File: config.mk
export PLATFORM = sky130hd
export DESIGN_NAME = flut4_entry
export DESIGN_NICKNAME = d
export VERILOG_FILES = /design/src/rtl/flut4_entry.v
export VERILOG_INCLUDE_DIRS = /design/src /design/src/rtl
export SDC_FILE = /design/constraint.sdc
export NUM_CORES = 1
export LEC_CHECK = 0
export ABC_CLOCK_PERIOD_IN_PS = 6000
export BUFFER_PORTS_ARGS = -buffer_cell sky130_fd_sc_hd__clkbuf_2
export CAP_MARGIN = 20
export CORE_ASPECT_RATIO = 2
export CORE_MARGIN = 2
export CORE_UTILIZATION = 40
export CTS_BUF_LIST = sky130_fd_sc_hd__clkbuf_16
export DETAILED_ROUTE_END_ITERATION = 8
export PLACE_DENSITY = 0.69
export SKIP_LAST_GASP = 1
export SYNTH_ARGS = -nofsm -noshare
export SYNTH_HDL_FRONTEND = slang
export SYNTH_SLANG_ARGS = --single-unit
File: constraint.sdc
create_clock -name mclk -period 6 [get_ports mclk]
set_input_delay 0.3 -clock mclk [delete_from_list [all_inputs] [get_ports mclk]]
set_output_delay 0.3 -clock mclk [all_outputs]
set_load 0.02 [all_outputs]
File: src/rtl/flut4_regs.vh
// constants of the fourth lookup-table entry: offsets, fields, reset values
// assumes inclusion by bare name from the design files under rtl/
`ifndef FLUT4_REGS_VH
`define FLUT4_REGS_VH

// register offsets (byte-wide register port)
`define FLUT4_LIMIT_OFF      8'h56
`define FLUT4_DUTY_OFF       8'h57
`define FLUT4_STAT_OFF       8'hF4

// limit register fields
`define FLUT4_HALF_BIT       7
`define FLUT4_DEG_MSB        6

// duty register fields
`define FLUT4_EXT_MSB        7
`define FLUT4_EXT_LSB        6
`define FLUT4_BASE_MSB       5

// status register fields
`define FLUT4_STAT_ACTIVE    0
`define FLUT4_STAT_WIDE      1
`define FLUT4_STAT_WREN      2

// power-on values and the read-mux default
`define FLUT4_LIMIT_RST      8'h7F
`define FLUT4_DUTY_RST       8'h3F
`define FLUT4_RD_ZERO        8'h00

`endif
File: src/rtl/flut4_entry.v
// fourth breakpoint of the fan lookup table: limit and duty registers,
// the temperature compare and the duty value handed to the pwm output.
// assumes mode bits, write enable and temperature come from logic on mclk.
`timescale 1ns/10ps
`include "flut4_regs.vh"

// Notes on behaviour
// writes accepted only while lut write enabled
// low-res temperature mode: limit top bit zero
// high-res limit half degrees, low-res whole
// temperature above limit drives paired duty
// compare nine bits high-res, eight low-res
// limit sign bit always taken as zero
// software uses offset register for higher limits
// low-res duty mode: upper two bits zero
// high-res duty: eight-bit value from both fields
// extended duty bits only at 22.5 kHz
// low-res pwm uses lower six duty bits
// reset loads limit 0x7F, duty 0x3F
module flut4_entry
(
	// clock and reset
	input  wire       mclk,
	input  wire       rst_b,
	// register port
	input  wire [7:0] regAddr,
	input  wire [7:0] regWrData,
	input  wire       regWrEn,
	input  wire       regRdEn,
	output reg  [7:0] regRdData_q,
	// configuration from the rest of the device
	input  wire       lutWriteEnable,
	input  wire       tempHiRes,
	input  wire       dutyHiRes,
	input  wire       pwmFreq22k,
	// remote diode reading, unsigned whole degrees plus half bit
	input  wire [7:0] remoteTempDeg,
	input  wire       remoteTempHalf,
	// toward the pwm generator
	output reg        entryActive_q,
	output reg  [7:0] pwmDuty_q,
	output reg        dutyWide_q
);

	reg  [7:0] limit_q;
	reg  [7:0] limit_d;
	reg  [7:0] duty_q;
	reg  [7:0] duty_d;
	reg  [7:0] rdData_d;
	reg  [8:0] limitCmp;
	reg  [8:0] tempCmp;
	reg  [7:0] dutySel;
	wire       wideOk;
	wire       hit;
	wire       wrAllowed;
	wire       limitWrSel;
	wire       dutyWrSel;

	// extended bits need both the wide duty mode and the fast pwm rate
	// gate on frequency
	assign wideOk = dutyHiRes & pwmFreq22k;

	// write decode; a locked table drops the write with no error flag
	// write enable gate
	assign wrAllowed  = regWrEn & lutWriteEnable;
	assign limitWrSel = wrAllowed & (regAddr == `FLUT4_LIMIT_OFF);
	assign dutyWrSel  = wrAllowed & (regAddr == `FLUT4_DUTY_OFF);

	// limit next value; the mode clear wins over a write in the same cycle
	always @*
	begin
		limit_d = limit_q;
		if (limitWrSel)
			limit_d = regWrData;
		// clear half bit
		if (!tempHiRes)
			limit_d[`FLUT4_HALF_BIT] = 1'b0;
	end

	// duty next value; the mode clear wins over a write in the same cycle
	always @*
	begin
		duty_d = duty_q;
		if (dutyWrSel)
			duty_d = regWrData;
		// clear extended bits
		if (!dutyHiRes)
			duty_d[`FLUT4_EXT_MSB:`FLUT4_EXT_LSB] = 2'b00;
	end

	// power-on values
	always @(posedge mclk or negedge rst_b)
	begin
		if (!rst_b)
		begin
			limit_q <= `FLUT4_LIMIT_RST;
			duty_q  <= `FLUT4_DUTY_RST;
		end
		else
		begin
			limit_q <= limit_d;
			duty_q  <= duty_d;
		end
	end

	// compare operands in half-degree units
	always @*
	begin
		// unsigned limit, half bit as lsb
		if (tempHiRes)
			limitCmp = {1'b0, limit_q[`FLUT4_DEG_MSB:0], limit_q[`FLUT4_HALF_BIT]};
		else
			limitCmp = {1'b0, limit_q[`FLUT4_DEG_MSB:0], 1'b0};
		// nine or eight temperature bits
		if (tempHiRes)
			tempCmp = {remoteTempDeg, remoteTempHalf};
		else
			tempCmp = {remoteTempDeg, 1'b0};
	end

	// strictly greater; equal temperature leaves the entry idle
	// exceed test
	assign hit = (tempCmp > limitCmp);

	// duty value offered for this entry
	always @*
	begin
		// full eight bits
		if (wideOk)
			dutySel = duty_q;
		// six-bit duty
		else
			dutySel = {2'b00, duty_q[`FLUT4_BASE_MSB:0]};
	end

	// drive paired duty
	always @(posedge mclk or negedge rst_b)
	begin
		if (!rst_b)
		begin
			entryActive_q <= 1'b0;
			pwmDuty_q     <= 8'h00;
			dutyWide_q    <= 1'b0;
		end
		else
		begin
			entryActive_q <= hit;
			pwmDuty_q     <= hit ? dutySel : 8'h00;
			dutyWide_q    <= wideOk;
		end
	end

	// read mux, answer one cycle after the strobe
	always @*
	begin
		rdData_d = `FLUT4_RD_ZERO;
		case (regAddr)
			`FLUT4_LIMIT_OFF:
				rdData_d = limit_q;
			`FLUT4_DUTY_OFF:
				rdData_d = duty_q;
			`FLUT4_STAT_OFF:
			begin
				rdData_d[`FLUT4_STAT_ACTIVE] = entryActive_q;
				rdData_d[`FLUT4_STAT_WIDE]   = dutyWide_q;
				rdData_d[`FLUT4_STAT_WREN]   = lutWriteEnable;
			end
			default:
				rdData_d = `FLUT4_RD_ZERO;
		endcase
	end

	// data held only in the cycle after a read, zero otherwise
	always @(posedge mclk or negedge rst_b)
	begin
		if (!rst_b)
			regRdData_q <= 8'h00;
		else if (regRdEn)
			regRdData_q <= rdData_d;
		else
			regRdData_q <= 8'h00;
	end

endmodule

* Word-level counts from Yosys, hierarchy flattened *
Index checks and enable logic that the tools add are counted.

storage, ports and cells
  bits in registers = 34
  input bits = 33
  output and inout port bits = 18
  logic and storage cells = 29

cells by class
  order comparisons = 1
  equality and inequality tests = 5
  muxes and demuxes = 11
  bitwise logic cells = 4

operator list
  cell                number
  $mux 8              5
  $eq 8x7->1 const B  2
  $pmux 5 s2          1
  $gt 9x8->1          1
  $pmux 3 s3          1
  $eq 8x8->1 const B  1
  $and 1x1->1         4
  $ne 2x1->1 const B  2
  $mux 1              3
  $mux 2              1

* Depth between registers and ports, before layout *
Gate-level depths: netlist of run 1.

  depth after elaboration = 4
  depth in mapped cells = 7
  mapped depth without buffers = 7

* Least setup slack after synthesis of run 1 *
No wires, ideal clock.

  path type = register to register
  from = register limit_q[3]
  to = register pwmDuty_q[6]
  setup time = 0.068 ns
  arrival time = 1.880 ns
  required time = 5.932 ns
  setup slack = 4.052 ns
  cell stages (with the launch flop) = 7
  buffers on the path = 0
  clock period less this slack = 1.948 ns
  path through = dfstp_2 inv_1 ha_1 nand4_1 o221a_2 a211oi_1 and3_1

between the ends
  word-level cells in the longest chain between the ends = 2

RTL lines
  element                   line               source
  start: declaration        flut4_entry.v:45   reg [7:0] limit_q;
  start signal: assignment  flut4_entry.v:96   limit_q <= `FLUT4_LIMIT_RST;
  start signal: assignment  flut4_entry.v:101  limit_q <= limit_d;
  $gt 9x8->1                flut4_entry.v:123  assign hit = (tempCmp > limitCmp);
  via hit                   flut4_entry.v:54   wire hit;
  $mux 8                    flut4_entry.v:148  pwmDuty_q <= hit ? dutySel : 8'h00;
  end signal: assignment    flut4_entry.v:148
  end: declaration          flut4_entry.v:41   output reg [7:0] pwmDuty_q,

The timed path passes the listed nets, and every way through them passes these cells.
A chain may end at the register's enable or synchronous reset.

* Final worst setup path of run 1 *
Same ends and word-level chain as after synthesis.

==> results.md, run 1 <==
| Metric | Value | Unit |
|:---|:---|:---|
| Antenna cell count | 0 | - |
| Average vias per placed instance | 4.74 | - |
| Crit share post-route | 40.3 | % |
| Tightest slew margin relative to the limit | 36.8 | % |
| Final number of hold-violating endpoints | 0 | - |
| Placed instance count | 234 | - |
| Starting density of the core | 41.0 | % |
| Worst setup path startpoint | limit_q[3] | - |
| Cell class contributing the biggest share of worst-path delay | compound AO/OA/AOI/OAI gates | - |
| Dpl hpwl | 2330 | um |
| Kind of critical path | reg -> reg | - |
| Overall die width | 48.1 | um |
| CP Data Required Time | 6.20 | ns |
| Areal power density over the cells | 257 | nW/um2 |
| Seq cells post-synth | 34 | - |
| Synthesized area per cell | 11.5 | um2 |
| Worst-margin pin slew | 0.942 | ns |
| Crit start category | register | - |
| DRC violation count after routing | 0 | - |
| Minimum clock period after layout | 2.42 | ns |
| Placer's final routability congestion estimate | 0.752 | - |
| Sequential cell area | 867 | um2 |
| Die area | 4440 | um2 |
| Total power after layout | 513 | uW |
| Sequential fraction of the synthesis area | 55.6 | % |
| Total area of multi-input combinational cells | 634 | um2 |
| Core Area | 3800 | um2 |
| Crit-path max cell delay | 0.80 | ns |
| Number of nets with antenna violations after detailed routing | 0 | - |
| Final standard cell count with taps included and fillers excluded | 243 | - |
| CTS buffer count | 5 | - |
| Clock latency reported for the late side of the worst-skew pair | 0.27 | ns |
| I/O pin total | 51 | - |
| P&R area growth vs syn | 28.2 | % |
| Count of vias placed by the detailed router | 1152 | - |
| Leakage power summed over all cells | 1.08 | nW |
| Cell taking the most area after synthesis | dfrtp_1 | - |
| Die span in y | 92.3 | um |
| Slowest stage cell on the critical path | a211oi_1 | - |
| Final sum of negative setup slack | 0 | ns |
| Buf+Inv Stages, Crit Path | 1 | - |
| Top library cells by usage in the layout, fill and taps aside | clkbuf_2, dfrtp_1, nand2_1 | - |
| Crit path arrival time | 2.62 | ns |
| Number of pins exceeding their max-slew limit in the final report | 0 | - |
| Maximum level of the CTS H-tree | 2 | - |
| Number of design-rule violations left by the first detailed-router iteration | 15 | - |
| Post-cts hold buffer count | 0 | - |
| Number of nets in the finished design | 232 | - |
| Average wire length per cell after detail routing | 12.1 | um |
| Combined global-route utilization of all metal layers | 15.8 | % |
| Post-CTS clock slew at the launch and capture registers of the worst setup and hold paths | 0.05 | ns |
| Netlist cell types | 30 | - |
| Post CTS Setup Buffer Count | 0 | - |
| Max-Cap Viols | 0 | - |
| Setup skew after layout | 0.00311 | ns |
| Reg-to-reg critical path startpoint | limit_q[3] | - |
| Cts repair resizes | 0 | - |
| Cells traversed along the worst timing path | inv_1 > ha_1 > nand4_1 > o221a_2 > a211oi_1 > and3_1 | - |
| Total Routed Length | 2930 | um |
| Number of detailed-route iterations in the first pass | 4 | - |
| Via count of the first global-routing pass | 1149 | - |
| Largest fanout on the critical path | 9 | - |
| Root buffer selected by CTS | clkbuf_16 | - |
| Number of input and output port buffers inserted | 50 | - |
| Maximum resistive drop on vdd | 0.193 | mV |
| Syn Inst Count | 136 | - |
| Status | complete, no violations | - |
| Largest net degree at the start of global routing | 35 | - |
| Global route total overflow | 0 | - |
| Most frequent standard cell in the layout excluding fill and tap cells | clkbuf_2 | - |
| Setup Viol. Count Final | 0 | - |
| Element type at the critical path end | register | - |
| Antenna violations before repair | 0 | - |
| Total number of clock tree sinks | 34 | - |
| Number of placement rows | 32 | - |
| Synthesis Warnings | 0 | - |
| Top cell type's share of synthesized area | 33.7 | % |
| Net count of the mapped netlist | 177 | - |
| Worst min path class | in -> async | - |
| Setup repair after global routing missed its margin | no | - |
| Fraction of final layout cells sized beyond drive strength 1 | 41.7 | % |
| Achievable Freq | 0.414 | GHz |
| Global-route wire length before repair | 5070 | um |
| Top post-synthesis cells by area | dfrtp_1, dfstp_2, ha_1 | - |
| Fill cell total of the finished layout | 347 | - |
| Cell area after synthesis | 1560 | um2 |
| TritonCTS clock tree | built | - |
| Deepest clock path buffer count | 2 | - |
==> flip-flops by register name, indices dropped and copies added, names as in the netlist <==
register and cells:
dutyWide_q 1, duty_q 8, entryActive_q 1, limit_q 8, pwmDuty_q 8, regRdData_q 8
==> final cells by class <==
type,instances,area share (%)
well taps,51,3.19
clock inverters,3,0.626
flip-flops and latches,34,43.4
inverters,10,1.88
clock buffers,5,6.26
repair buffers,51,12.9
multi-input cells,89,31.7
==> logic make-up after synthesis <==
kind of cell / after synthesis / share of synthesized area (%)
flops: 34 / 55.6
compound gates: 23 / 8.99
mux: 11 / 8.99
simple gates: 47 / 16.3
buf+inv: 13 / 3.69
fa+ha+maj: 8 / 6.42
==> Yosys cell counts, drive strengths merged <==
library cell and n:
nor2b 3, a22oi 3, or3b 1, mux2i 5, nand2 18, clkbuf 1, a211oi 2, inv 10
dfstp 13, and3 2, nor3b 1, and4b 1, o221a 1, a21oi 2, buf 2, and2 7
nand3 3, ha 8, or4 1, o21ai 13, nand4 1, a21o 1, dfrtp 21, nor2 6
nand4b 1, mux2 6, a2111oi 1, nor4 2
==> final timing paths <==
check	cells past startpoint	slack, ns	end
setup / recovery	6	3.58	pwmDuty_q[6]
hold / removal	1	0.11	entryActive_q
setup reg to reg	6	3.58	pwmDuty_q[6]
hold reg to reg	2	0.51	limit_q[6]
max in group asynchronous	1	5.40	duty_q[7]
min in group mclk	3	0.24	limit_q[4]
==> through the flow <==
stage	utilization, %	worst slack (ns)	hold WS [ns]	cell area [um2]
floorplan	-	4.05	0.00441	1560
global placement	48.7	3.61	0.421	1850
detailed placement	48.7	3.57	0.419	1850
CTS	52.3	3.56	0.132	1990
global route	52.5	3.39	0.166	2000
finish	52.5	3.58	0.106	2000
==> where the power goes <==
part           leakage (nW)  switching [mW]  internal (mW)  total (mW)
registers             0.427         0.00232          0.237       0.239
clock network        0.0724          0.0823          0.149       0.232
logic                 0.581          0.0233         0.0187      0.0420
total                  1.08           0.108          0.405       0.513
==> layer usage <==
metal | vias to the layer above | part of all wire (%) | global-route usage (%)
met1 | 535 | 39 | 18.4
met4 | 0 | 1.2 | 6.98
met3 | 4 | 4.8 | 4.09
met2 | 33 | 55 | 25.5
met5 | - | 0 | 0
li1 | 580 | - | -
Power figures use the tool's default switching activity.
==> inputs of run 2 (changes only) <==
Settings changed: ABC_CLOCK_PERIOD_IN_PS 6000 to 2090, PLACE_DENSITY 0.69 to 0.71.
Clock period 6 ns to 2.09 ns, I/O delays scaled along.
==> run 2 against run 1 <==
Final area is 2.2% higher. First-iteration DRC count down 20%. Die area stayed put. Hold slack worse by 0.053 ns. Largest cell class unchanged.
==> results.md, run 2 (synthesis gave the netlist of run 1 again) <==
| Metric | Value | Unit |
|:---|:---|:---|
| Placed instance count | 237 | - |
| Tightest slew margin relative to the limit | 46.4 | % |
| Post-CTS clock slew at the launch and capture registers of the worst setup and hold paths | 0.05 | ns |
| Number of input and output port buffers inserted | 50 | - |
| Element type at the critical path end | register | - |
| Worst setup path startpoint | limit_q[5] | - |
| Max-Cap Viols | 0 | - |
| Worst min path class | in -> reg | - |
| Status | complete, no violations | - |
| Overall die width | 48.1 | um |
| Antenna violations before repair | 0 | - |
| Die span in y | 92.3 | um |
| TritonCTS clock tree | built | - |
| Dpl hpwl | 2490 | um |
| Reg-to-reg critical path startpoint | limit_q[5] | - |
| Final number of hold-violating endpoints | 0 | - |
| Final standard cell count with taps included and fillers excluded | 246 | - |
| Deepest clock path buffer count | 2 | - |
| Largest fanout on the critical path | 9 | - |
| P&R area growth vs syn | 31.0 | % |
| Crit share post-route | 94.8 | % |
| Maximum resistive drop on vdd | 0.392 | mV |
| Setup skew after layout | 0.00349 | ns |
| Number of nets in the finished design | 235 | - |
| Die area | 4440 | um2 |
| Number of nets with antenna violations after detailed routing | 0 | - |
| DRC violation count after routing | 0 | - |
| Combined global-route utilization of all metal layers | 15.4 | % |
| Average vias per placed instance | 4.80 | - |
| Core Area | 3800 | um2 |
| R2r worst-path depth | 6 | - |
| Kind of critical path | reg -> reg | - |
| Setup Viol. Count Final | 0 | - |
| Crit path arrival time | 2.14 | ns |
| Post-Route Utilization | 53.7 | % |
| Antenna cell count | 0 | - |
| Number of design-rule violations left by the first detailed-router iteration | 12 | - |
| Root buffer selected by CTS | clkbuf_16 | - |
| Number of placement rows | 32 | - |
| Fraction of final layout cells sized beyond drive strength 1 | 43.1 | % |
| Average wire length per cell after detail routing | 12.8 | um |
| Setup repair after global routing missed its margin | no | - |
| Top library cells by usage in the layout, fill and taps aside | clkbuf_2, dfrtp_1, nand2_1 | - |
| Clock latency reported for the late side of the worst-skew pair | 0.27 | ns |
| I/O pin total | 51 | - |
| Total number of clock tree sinks | 34 | - |
| Largest net degree at the start of global routing | 35 | - |
| Crit start category | register | - |
| Achievable Freq | 0.505 | GHz |
| CTS buffer count | 5 | - |
| Most frequent standard cell in the layout excluding fill and tap cells | clkbuf_2 | - |
| Global route total overflow | 0 | - |
| Leakage power summed over all cells | 1.10 | nW |
| Areal power density over the cells | 731 | nW/um2 |
| Capture instance of the worst register-to-register path | pwmDuty_q[7] | - |
| Minimum clock period after layout | 1.98 | ns |
| Total Routed Length | 3150 | um |
| Placer's final routability congestion estimate | 0.743 | - |
| Number of pins exceeding their max-slew limit in the final report | 0 | - |
| Register-to-Register Setup Slack | 0.11 | ns |
| Count of vias placed by the detailed router | 1182 | - |
| Starting density of the core | 41.0 | % |
| Worst-margin pin slew | 0.803 | ns |
| Via count of the first global-routing pass | 1176 | - |
| Maximum level of the CTS H-tree | 2 | - |
| CP Data Required Time | 2.25 | ns |
| Number of detailed-route iterations in the first pass | 4 | - |
| Global-route wire length before repair | 4940 | um |
| CP endpoint | pwmDuty_q[7] | - |
-- run 2: stage by stage --
stage	power [mW]	hold WS, ns	area (um2)	setup slack (ns)	setup TNS [ns]
2_1_floorplan	0.753	-0.191	1560	0.142	0
3_3_place_gp	0.821	0.224	1880	-0.200	-1.52
3_5_place_dp	0.823	0.223	1880	-0.273	-2.12
4_1_cts	1.51	0.0506	2030	0.00591	0
5_1_grt	1.56	0.0708	2040	0.0253	0
6_report	1.49	0.0531	2040	0.109	0
-- run 2: worst max-delay path, cell delays in order (launching register included) --
cell,delay [ns]
dfstp_2,0.53
inv_1,0.06
ha_1,0.28
and4b_1,0.21
a2111oi_2,0.46
a211oi_4,0.11
and3_1,0.21
-- run 2: final cells by class --
class / count / area [um2]
Clock buffer: 5 / 125
Inverter: 10 / 37.5
Multi-Input combinational cell: 89 / 653
Tap cell: 51 / 63.8
Clock inverter: 3 / 12.5
Fill cell: 357 / 1760
Sequential cell: 34 / 867
Timing Repair Buffer: 54 / 283
-- run 2: worst min-delay path by stage --
stage / end / startpoint / cells past startpoint
2_1_floorplan: dutyWide_q / rst_b / 0
3_3_place_gp: regRdData_q[5] / rst_b / 1
3_5_place_dp: regRdData_q[5] / rst_b / 1
4_1_cts: limit_q[6] / regWrData[6] / 3
5_1_grt: limit_q[6] / regWrData[6] / 3
6_report: limit_q[3] / regWrData[3] / 3
-- run 2: per-layer routing --
metal / share of wire [%] / track usage (%) / wire (um) / up-vias
met5: 0 / 0 / 0 / -
met2: 56 / 26.5 / 1760 / 39
met3: 5.0 / 2.92 / 156 / 5
li1: - / - / - / 583
met4: 1.6 / 7.21 / 51 / 0
met1: 37 / 16.6 / 1180 / 555
-- run 2: where the power goes --
part           switching, mW  internal (mW)
Clock                  0.244          0.429
Combinational         0.0718         0.0605
Sequential           0.00666          0.680
-- run 2: timing repair --
action                                  CTS  global route
endpoints found under the setup margin    9             8
hold buffers                              1             0
buffers inserted                          0             0
resized for setup                         2             2
hold endpoints to repair                 21             0
